[config.mk]
export PLATFORM = sky130hd
export DESIGN_NAME = gam_top
export DESIGN_NICKNAME = d
export VERILOG_FILES = /design/src/shared/gam_pkg.sv /design/src/shared/gam_map_if.sv /design/src/gam_top.sv /design/src/gam_xlate.sv /design/src/gam_decode.sv
export SDC_FILE = /design/constraint.sdc
export NUM_CORES = 1
export LEC_CHECK = 0
export BUFFER_PORTS_ARGS = -buffer_cell sky130_fd_sc_hd__buf_2
export CAP_MARGIN = 10
export CORE_UTILIZATION = 54
export CTS_CLUSTER_DIAMETER = 150
export DETAILED_ROUTE_END_ITERATION = 16
export PLACE_DENSITY = 0.89
export SLEW_MARGIN = 30
export SYNTH_ARGS = -nofsm -noshare
export SYNTH_HDL_FRONTEND = slang
export SYNTH_HIERARCHICAL = 1
export SYNTH_SLANG_ARGS = --single-unit
[constraint.sdc]
create_clock -name core_clk -period 5.55 [get_ports core_clk]
set_clock_uncertainty 0.05 [all_clocks]
set_input_delay 1.11 -clock core_clk [delete_from_list [all_inputs] [get_ports core_clk]]
set_output_delay 1.11 -clock core_clk [all_outputs]
set_load 0.01 [all_outputs]
[src/shared/gam_pkg.sv]
/*
  Constants and types for the global address mapper: register offsets,
  control bit positions, operating mode codes, local windows, global
  region bounds.
  Assumes an 8-bit register port and a 23-bit global address space.
*/
`default_nettype none
package gam_pkg;
  localparam int REG_AW = 8;
  localparam int GADDR_W = 23;

  // register offsets
  localparam logic [7:0] OFS_MAP_CTRL = 8'h13;
  localparam logic [7:0] OFS_GLOBAL_PAGE = 8'h10;
  localparam logic [7:0] OFS_DEBUG_PAGE = 8'h11;
  localparam logic [7:0] OFS_PROG_PAGE = 8'h15;
  localparam logic [7:0] OFS_RAM_PAGE = 8'h16;
  localparam logic [7:0] OFS_STOR_PAGE = 8'h17;

  // control bit positions and reset values
  localparam int BIT_TAG_VIS = 7;
  localparam int BIT_DINFO_VIS = 5;
  localparam int BIT_PINFO_VIS = 4;
  localparam int BIT_RAM_HIGH = 3;
  localparam logic [7:0] CTRL_RW_MASK = 8'hB8;
  localparam logic [7:0] CTRL_RESET = 8'h00;
  localparam logic [7:0] PAGE_RESET = 8'h00;
  localparam logic [6:0] GLOBAL_PAGE_INDEX_RESET = 7'h00;

  // operating modes
  localparam logic [2:0] MODE_NS = 3'h0;
  localparam logic [2:0] MODE_SS = 3'h1;
  localparam logic [2:0] MODE_NX = 3'h2;
  localparam logic [2:0] MODE_ES = 3'h3;
  localparam logic [2:0] MODE_EX = 3'h4;
  localparam logic [2:0] MODE_ST = 3'h5;

  // local windows
  localparam logic [15:0] WIN_HALF_LO = 16'h4000;
  localparam logic [15:0] WIN_HALF_HI = 16'h7FFF;
  localparam logic [15:0] WIN_PROG_LO = 16'h8000;
  localparam logic [15:0] WIN_PROG_HI = 16'hBFFF;
  localparam logic [15:0] WIN_RAM_LO = 16'h1000;
  localparam logic [15:0] WIN_RAM_HI = 16'h1FFF;
  localparam logic [15:0] WIN_STOR_LO = 16'h0800;
  localparam logic [15:0] WIN_STOR_HI = 16'h0FFF;

  // global bases
  localparam logic [22:0] HALF_EXT_BASE = 23'h14_4000;
  localparam logic [22:0] HALF_RAM_BASE = 23'h0F_C000;
  localparam logic [22:0] PROG_BASE = 23'h40_0000;
  localparam logic [22:0] RAM_PAGE_INDEX_BASE = 23'h00_0000;
  localparam logic [22:0] STORAGE_PAGE_INDEX_BASE = 23'h10_0000;
  localparam logic [22:0] DIRECT_BASE = 23'h7F_0000;

  // global region bounds, 24 bits so the flash top fits
  localparam logic [23:0] RAM_TOP = 24'h10_0000;
  localparam logic [23:0] FLASH_TOP = 24'h80_0000;
  localparam logic [23:0] TAG_LO = 24'h0C_0000;
  localparam logic [23:0] TAG_HI = 24'h0C_0FFF;
  localparam logic [23:0] DINFO_LO = 24'h10_4000;
  localparam logic [23:0] DINFO_HI = 24'h10_43FF;
  localparam logic [23:0] PINFO_LO = 24'h40_4000;
  localparam logic [23:0] PINFO_HI = 24'h40_43FF;

  typedef enum logic [2:0] {
    RGN_NONE, RGN_RAM, RGN_FLASH, RGN_TAG, RGN_DINFO, RGN_PINFO, RGN_EXT
  } gam_region_t;
endpackage
`default_nettype wire

[src/shared/gam_map_if.sv]
/*
  Bundle between the mapper top, its address translator and its region
  decoder.
  Assumes the top drives the request side and the page registers.
*/
`timescale 1ns/1ps
`default_nettype none
interface gam_map_if;
  import gam_pkg::*;
  logic [15:0] localAddr;
  logic useDbgPage;
  logic useGlobalPage;
  logic [6:0] globalPage;
  logic [6:0] dbgPage;
  logic [7:0] progPage;
  logic [7:0] ramPage;
  logic [7:0] storPage;
  logic ramHighHalf;
  logic [7:0] ctrl;
  logic [2:0] mode;
  logic [22:0] globalAddr;
  gam_region_t region;
  modport top (output localAddr, useDbgPage, useGlobalPage, globalPage,
    dbgPage, progPage, ramPage, storPage, ramHighHalf, ctrl, mode,
    input globalAddr, region);
  modport xlate (input localAddr, useDbgPage, useGlobalPage, globalPage,
    dbgPage, progPage, ramPage, storPage, ramHighHalf,
    output globalAddr);
  modport decode (input globalAddr, ctrl, mode, output region);
endinterface
`default_nettype wire

[src/gam_top.sv]
/*
  Global address mapper: control and page registers on a plain register
  port, local-to-global expansion for core and debug accesses, region
  decode, and mirroring of the control register onto the external bus
  in emulation modes.
  Assumes all inputs are synchronous to core_clk and that the external
  bus presents the mirrored control value on extRdData while read.
*/
// Our own choice: the plain strobed port.
//
// Function
// - emulation modes read control register from external bus, else internal.
// - emulation modes also forward control register writes to external bus.
// - bit 7 shows tag RAM and scratch RAM when set.
// - bit 5 shows data flash information sector when set.
// - bit 4 shows program flash information sector when set.
// - high-half select writes once in normal/emulation, anytime in special.
// - select clear maps window 4000-7FFF to external 14_4000-14_7FFF.
// - select set maps window 4000-7FFF to RAM 0F_C000-0F_FFFF.
// - core global instruction uses global page above local address.
// - page index is seven bits, forming a 23-bit global address.
// - debug page applies to firmware global and hardware commands only.
// - debug page above debug address for hardware, core address firmware.
// - program, RAM, storage pages expand core addresses only; debug always uses the debug page.
// - on-chip RAM ends just below 10_0000, sized by parameter.
// - program flash ends just below 80_0000, sized by parameter.
// - expanded modes except emulation single-chip send holes external.
// - external bus active in emulation modes.
`timescale 1ns/1ps
`default_nettype none
module gam_top import gam_pkg::*; #(
  parameter logic [23:0] RAM_BYTES = 24'h00_2000,
  parameter logic [23:0] FLASH_BYTES = 24'h02_0000
) (
  input wire logic core_clk,
  input wire logic rst,
  input wire logic [REG_AW-1:0] regAddr,
  input wire logic [7:0] regWrData,
  input wire logic regWr,
  input wire logic regRd,
  output logic [7:0] regRdData,
  input wire logic [2:0] modeSel,
  input wire logic [7:0] extRdData,
  output logic extWrStrobe,
  output logic extRdStrobe,
  output logic [REG_AW-1:0] extRegAddr,
  output logic [7:0] extWrData,
  output logic extBusActive,
  input wire logic cpuReq,
  input wire logic [15:0] cpuAddr,
  input wire logic cpuGlobal,
  input wire logic dbgFwGlobal,
  input wire logic dbgHwReq,
  input wire logic [15:0] dbgAddr,
  output logic [GADDR_W-1:0] globalAddr,
  output logic globalValid,
  output logic globalFromDebug,
  output gam_region_t globalRegion,
  output logic [7:0] mapCtrlOut
);
  typedef struct packed {
    logic [7:0] ctrl;
    logic ramHighLocked;
    logic [6:0] global_page_index;
    logic [6:0] dpage;
    logic [7:0] program_page_index;
    logic [7:0] ram_page_index;
    logic [7:0] storage_page_index;
    logic [7:0] rdData;
    logic extWr;
    logic extRd;
    logic [REG_AW-1:0] extAddr;
    logic [7:0] extData;
    logic extActive;
    logic [GADDR_W-1:0] gAddr;
    logic gValid;
    logic gDebug;
    gam_region_t region;
  } gam_state_t;

  gam_state_t s_q;
  gam_state_t s_d;
  gam_map_if m ();

  logic emulMode;
  logic specialMode;
  logic ctrlWr;
  logic accReq;
  assign emulMode = modeSel == MODE_ES || modeSel == MODE_EX;
  assign specialMode = modeSel == MODE_SS || modeSel == MODE_ST;
  assign ctrlWr = regWr && regAddr == OFS_MAP_CTRL;
  assign accReq = cpuReq || dbgHwReq;

  // debug hardware command wins: it has no core instruction behind it
  assign m.localAddr = dbgHwReq ? dbgAddr : cpuAddr;
  assign m.useDbgPage = dbgHwReq || (cpuReq && dbgFwGlobal);
  assign m.useGlobalPage = cpuReq && cpuGlobal;
  assign m.globalPage = s_q.global_page_index;
  assign m.dbgPage = s_q.dpage;
  assign m.progPage = s_q.program_page_index;
  assign m.ramPage = s_q.ram_page_index;
  assign m.storPage = s_q.storage_page_index;
  assign m.ramHighHalf = s_q.ctrl[BIT_RAM_HIGH];
  assign m.ctrl = s_q.ctrl;
  assign m.mode = modeSel;

  gam_xlate u_xlate (
    .m(m.xlate)
  );

  gam_decode #(
    .RAM_BYTES(RAM_BYTES),
    .FLASH_BYTES(FLASH_BYTES)
  ) u_decode (
    .m(m.decode)
  );

  always_comb begin
    s_d = s_q;
    s_d.extWr = 1'b0;
    s_d.extRd = 1'b0;
    s_d.rdData = 8'h00;
    if (regWr) begin
      case (regAddr)
        OFS_MAP_CTRL: begin
          s_d.ctrl[BIT_TAG_VIS] = regWrData[BIT_TAG_VIS];
          s_d.ctrl[BIT_DINFO_VIS] = regWrData[BIT_DINFO_VIS];
          s_d.ctrl[BIT_PINFO_VIS] = regWrData[BIT_PINFO_VIS];
          if (specialMode || !s_q.ramHighLocked) begin
            s_d.ctrl[BIT_RAM_HIGH] = regWrData[BIT_RAM_HIGH];
          end
          // lock clears only through rst
          if (!specialMode) begin
            s_d.ramHighLocked = 1'b1;
          end
          if (emulMode) begin
            s_d.extWr = 1'b1;
            s_d.extAddr = regAddr;
            s_d.extData = regWrData;
          end
        end
        OFS_GLOBAL_PAGE: s_d.global_page_index = regWrData[6:0];
        OFS_DEBUG_PAGE: s_d.dpage = regWrData[6:0];
        OFS_PROG_PAGE: s_d.program_page_index = regWrData;
        OFS_RAM_PAGE: s_d.ram_page_index = regWrData;
        OFS_STOR_PAGE: s_d.storage_page_index = regWrData;
        default: ;
      endcase
    end
    if (regRd) begin
      case (regAddr)
        OFS_MAP_CTRL: begin
          if (emulMode) begin
            s_d.rdData = extRdData;
            s_d.extRd = 1'b1;
            s_d.extAddr = regAddr;
          end else begin
            s_d.rdData = s_q.ctrl & CTRL_RW_MASK;
          end
        end
        OFS_GLOBAL_PAGE: s_d.rdData = {1'b0, s_q.global_page_index};
        OFS_DEBUG_PAGE: s_d.rdData = {1'b0, s_q.dpage};
        OFS_PROG_PAGE: s_d.rdData = s_q.program_page_index;
        OFS_RAM_PAGE: s_d.rdData = s_q.ram_page_index;
        OFS_STOR_PAGE: s_d.rdData = s_q.storage_page_index;
        default: s_d.rdData = 8'h00;
      endcase
    end
    s_d.extActive = emulMode || modeSel == MODE_NX
      || modeSel == MODE_ST;
    s_d.gValid = accReq;
    s_d.gDebug = dbgHwReq;
    if (accReq) begin
      s_d.gAddr = m.globalAddr;
      s_d.region = m.region;
    end
  end

  always_ff @(posedge core_clk) begin
    if (rst) begin
      s_q <= '{ctrl: CTRL_RESET, ramHighLocked: 1'b0, global_page_index: GLOBAL_PAGE_INDEX_RESET,
        dpage: GLOBAL_PAGE_INDEX_RESET, program_page_index: PAGE_RESET, ram_page_index: PAGE_RESET,
        storage_page_index: PAGE_RESET, rdData: 8'h00, extWr: 1'b0, extRd: 1'b0,
        extAddr: 8'h00, extData: 8'h00, extActive: 1'b0,
        gAddr: 23'h00_0000, gValid: 1'b0, gDebug: 1'b0,
        region: RGN_NONE};
    end else begin
      s_q <= s_d;
    end
  end

  assign regRdData = s_q.rdData;
  assign extWrStrobe = s_q.extWr;
  assign extRdStrobe = s_q.extRd;
  assign extRegAddr = s_q.extAddr;
  assign extWrData = s_q.extData;
  assign extBusActive = s_q.extActive;
  assign globalAddr = s_q.gAddr;
  assign globalValid = s_q.gValid;
  assign globalFromDebug = s_q.gDebug;
  assign globalRegion = s_q.region;
  // bits 6,2,1,0 are never loaded, so the register needs no mask here
  assign mapCtrlOut = s_q.ctrl;

  logic inHalf;
  assign inHalf = cpuAddr >= WIN_HALF_LO && cpuAddr <= WIN_HALF_HI;
endmodule
`default_nettype wire

[src/gam_xlate.sv]
/*
  Local to global address translation, purely combinational.
  Assumes the top has already chosen the local address and page source.
*/
`timescale 1ns/1ps
`default_nettype none
module gam_xlate import gam_pkg::*; (
  gam_map_if.xlate m
);
  logic [15:0] a;
  assign a = m.localAddr;

  always_comb begin
    if (m.useDbgPage) begin
      m.globalAddr = {m.dbgPage, a};
    end else if (m.useGlobalPage) begin
      m.globalAddr = {m.globalPage, a};
    end else if (a >= WIN_HALF_LO && a <= WIN_HALF_HI) begin
      m.globalAddr = (m.ramHighHalf ? HALF_RAM_BASE : HALF_EXT_BASE)
        + {9'h000, a[13:0]};
    end else if (a >= WIN_PROG_LO && a <= WIN_PROG_HI) begin
      m.globalAddr = PROG_BASE + {1'b0, m.progPage, a[13:0]};
    end else if (a >= WIN_RAM_LO && a <= WIN_RAM_HI) begin
      m.globalAddr = RAM_PAGE_INDEX_BASE + {3'h0, m.ramPage, a[11:0]};
    end else if (a >= WIN_STOR_LO && a <= WIN_STOR_HI) begin
      m.globalAddr = STORAGE_PAGE_INDEX_BASE + {5'h00, m.storPage, a[9:0]};
    end else begin
      m.globalAddr = DIRECT_BASE + {7'h00, a};
    end
  end
endmodule
`default_nettype wire

[src/gam_decode.sv]
/*
  Classifies a global address into the resource that serves it.
  Assumes on-chip sizes are fixed at build time by parameters.
*/
`timescale 1ns/1ps
`default_nettype none
module gam_decode import gam_pkg::*; #(
  parameter logic [23:0] RAM_BYTES = 24'h00_2000,
  parameter logic [23:0] FLASH_BYTES = 24'h02_0000
) (
  gam_map_if.decode m
);
  logic [23:0] ga;
  logic extOk;
  assign ga = {1'b0, m.globalAddr};
  // emulation single-chip is expanded but keeps holes off the bus
  assign extOk = m.mode == MODE_NX || m.mode == MODE_EX
    || m.mode == MODE_ST;

  always_comb begin
    if (ga >= RAM_TOP - RAM_BYTES && ga < RAM_TOP) begin
      m.region = RGN_RAM;
    end else if (ga >= FLASH_TOP - FLASH_BYTES && ga < FLASH_TOP) begin
      m.region = RGN_FLASH;
    end else if (m.ctrl[BIT_TAG_VIS] && ga >= TAG_LO && ga <= TAG_HI) begin
      m.region = RGN_TAG;
    end else if (m.ctrl[BIT_DINFO_VIS] && ga >= DINFO_LO
        && ga <= DINFO_HI) begin
      m.region = RGN_DINFO;
    end else if (m.ctrl[BIT_PINFO_VIS] && ga >= PINFO_LO
        && ga <= PINFO_HI) begin
      m.region = RGN_PINFO;
    end else if (extOk) begin
      m.region = RGN_EXT;
    end else begin
      m.region = RGN_NONE;
    end
  end
endmodule
`default_nettype wire

==> run summary <==
Worst-path maximum fanout: 20
CTS clock-pin slew for the worst setup and hold paths: 0.09 ns
Number of diodes: 0
Post-synthesis sequential area ratio: 36.08%
Final Hold Viols: 0
Crit path largest cell delay: 0.53 ns
Starting Density: 55.63%
Die height: 102.4 µm
Final #Nets: 744
Routed Antenna Nets: 0
Final Setup Violations: 0
Achievable clock frequency: 255.4 MHz
Share of cells above drive strength 1: 25.84%
Largest net degree at the start of global routing: 86
PD cells: 238.4 nW/µm²
Via density per instance: 5.765
Vias in the first global route: 4143
# Post-CTS Setup Buffers: 0
Multi-input gate area: 2764 µm²
Hold slack final: 0.4027 ns
IR drop worst, VDD: 0.0001153 V
Lkg Pwr: 2.665 nW
Mapped Area: 5438 µm²
Worst skew pair latency: 0.38 ns
# DRC: 0
Grt total ovfl: 0
Total track usage: 26.31%
Unrepaired setup endpoints after global routing: false
Post-CTS sizing: 0
Total Neg Setup Slack: 0 ns
I/O Buffers: 125
P&R area growth vs syn: 6.443%
Rows: 36
Hold WC Path Type: register to register
WL per Instance: 16.69 µm
Die Area: 10480 µm²
Post-synth EDFFs: 0
Slew Limit Fails: 0
Syn Area/Cell: 8.496 µm²
Wirelength, routed: 13590 µm
CP startpoint kind: primary input
Core area: 9774 µm²
Via Count: 4693
Setup crit end kind: register
H-tree Lvls: 3
Sequential cell area: 1962 µm²
Clk buf depth: 2
Worst-path cell chain: buf_2 -> mux2_2 -> or3b_2 -> a21oi_1 -> o21ai_0 -> or3_4 -> or3_4 -> o21a_1 -> nand2_1 -> a21oi_1
Unique masters post-synth: 63
Die Wd: 102.4 µm
Worst-Margin Slew: 0.9748 ns
Ys Warns: 6
Filler Cell Count: 896
Final min period: 3.916 ns
I/O Pins: 130
DRT iter0 DRCs: 359
Clk sink count: 98
Mapped Cells: 640
Post-synth top flop: dfxtp_1
Worst path slowest cell: or3b_2
Setup CP Type: primary input to register
Worst Path Required: 5.73 ns
Commonest non-fill, non-tap cell in the layout: buf_2
Fin crit share: 70.55%
First-pass GRT wire length: 21230 µm
CTS Root Cell: clkbuf_8
Post-DP HPWL: 10100 µm
Worst rel slew slack: 35.01%
Initial antenna violation count: 0
Drt pass-1 iters: 6
Synthesis-stage register bit count: 98
Status: finished clean
CTS Buf Count: 9
Commonest non-fill, non-tap cells in the layout: 125 x buf_2, 98 x dfxtp_1, 62 x nor2_1
Core Util, Final: 59.22%
GPL Wtd Cong: 0.9505
Post-CTS Hold Buffers: 0
Ys async rst share: 0%
WP data arrival: 4.09 ns
CTS tree: yes
Max-cap violations: 0
==> where the power goes <==
group | internal [mW] | total, mW | leakage [nW] | switching (mW)
registers | 0.717 | 0.724 | 0.795 | 0.00685
logic | 0.0763 | 0.196 | 1.78 | 0.119
clock network | 0.207 | 0.460 | 0.0917 | 0.253
total | 1.00 | 1.38 | 2.66 | 0.379
==> registers in the layout, summed over array words and instances (netlist names) <==
name and cells:
s_q 1, regRdData 8, extWrStrobe 1, extBusActive 1, m.dbgPage 7, m.storPage 8
mapCtrlOut 4, extRegAddr 8, m.progPage 8, globalFromDebug 1, globalValid 1, globalAddr 23
globalRegion 3, extWrData 8, extRdStrobe 1, m.ramPage 8, m.globalPage 7
==> cell usage after synthesis (3+ instances only) <==
master / n / share of area (%)
a22oi_1: 6 / 0.83
nand2_1: 59 / 4.1
buf_1: 4 / 0.28
nand3b_1: 3 / 0.41
clkbuf_1: 26 / 1.8
and2_1: 11 / 1.3
a211oi_1: 4 / 0.55
mux2_2: 17 / 3.5
dfxtp_1: 98 / 36
buf_4: 68 / 9.4
a21oi_1: 40 / 3.7
nor3_1: 11 / 1.0
mux2_1: 3 / 0.62
nand2b_1: 8 / 0.92
a31oi_1: 3 / 0.35
o211ai_1: 6 / 0.83
or3b_2: 3 / 0.48
buf_2: 5 / 0.46
mux2i_1: 60 / 11
a221oi_1: 4 / 0.64
nor3b_1: 5 / 0.69
o2111ai_1: 4 / 0.64
inv_1: 17 / 1.2
or3_4: 3 / 0.62
o22ai_1: 6 / 0.69
a21o_1: 5 / 0.69
nor2b_1: 13 / 1.5
o21ai_0: 27 / 2.5
o31ai_1: 4 / 0.55
nand4_1: 6 / 0.69
nor2_1: 62 / 4.3
nand3_1: 9 / 0.83
==> worst paths after layout <==
kind                                      from               to  slack (ns)  cells after the start
worst max register to register   mapCtrlOut[3]  globalRegion[1]        2.83                      9
worst max-delay path                  dbgHwReq  globalRegion[1]        1.63                     10
worst min-delay path            globalAddr[20]   globalAddr[20]        0.40                      2
worst min register to register  globalAddr[20]   globalAddr[20]        0.40                      2
==> per-stage QoR <==
| stage | power, mW | std cells | worst slack, ns | cell area, µm² |
|---|---|---|---|---|
| floorplan | 0.8925 | 643 | 1.307 | 5449 |
| global placement | 0.9273 | 799 | 1.360 | 5597 |
| detailed placement | 0.9328 | 799 | 1.280 | 5597 |
| CTS | 1.385 | 814 | 1.672 | 5788 |
| global route | 1.439 | 814 | 1.397 | 5788 |
| finish | 1.380 | 814 | 1.634 | 5788 |
==> layer usage <==
metal	global-route usage, %	share of wire [%]	up-vias
met5	0	0	-
met4	10.00	1.7	0
met3	4.309	5.6	20
met2	42.59	49	205
met1	35.19	44	2235
li1	-	-	2233
==> cell type report <==
type                       instances  share of cell area [%]
tap                              133                   2.875
multi-input combinational        424                   47.75
clock buffer                       9                   2.140
timing repair buffer             127                   11.07
sequential                        98                   33.90
clock inverter                     6                   1.167
inverter                          17                   1.102
==> kinds of logic after synthesis <==
kind of cell	after synthesis	synth area share, %
flops	98	36.08
buf+inv	121	13.30
compound gates	125	15.14
other cells	1	0.06896
simple gates	213	19.90
xor+xnor	2	0.3222
mux	80	15.19
==> worst max-delay path: cells and delay by family <==
kind	cells	cell delay, ns
buffers and inverters	1	0.34
and+or+nand+nor	4	1.49
AOI/OAI and AO/OA	4	0.63
muxes	1	0.51
No activity file was read; power rests on OpenSTA's default activity.
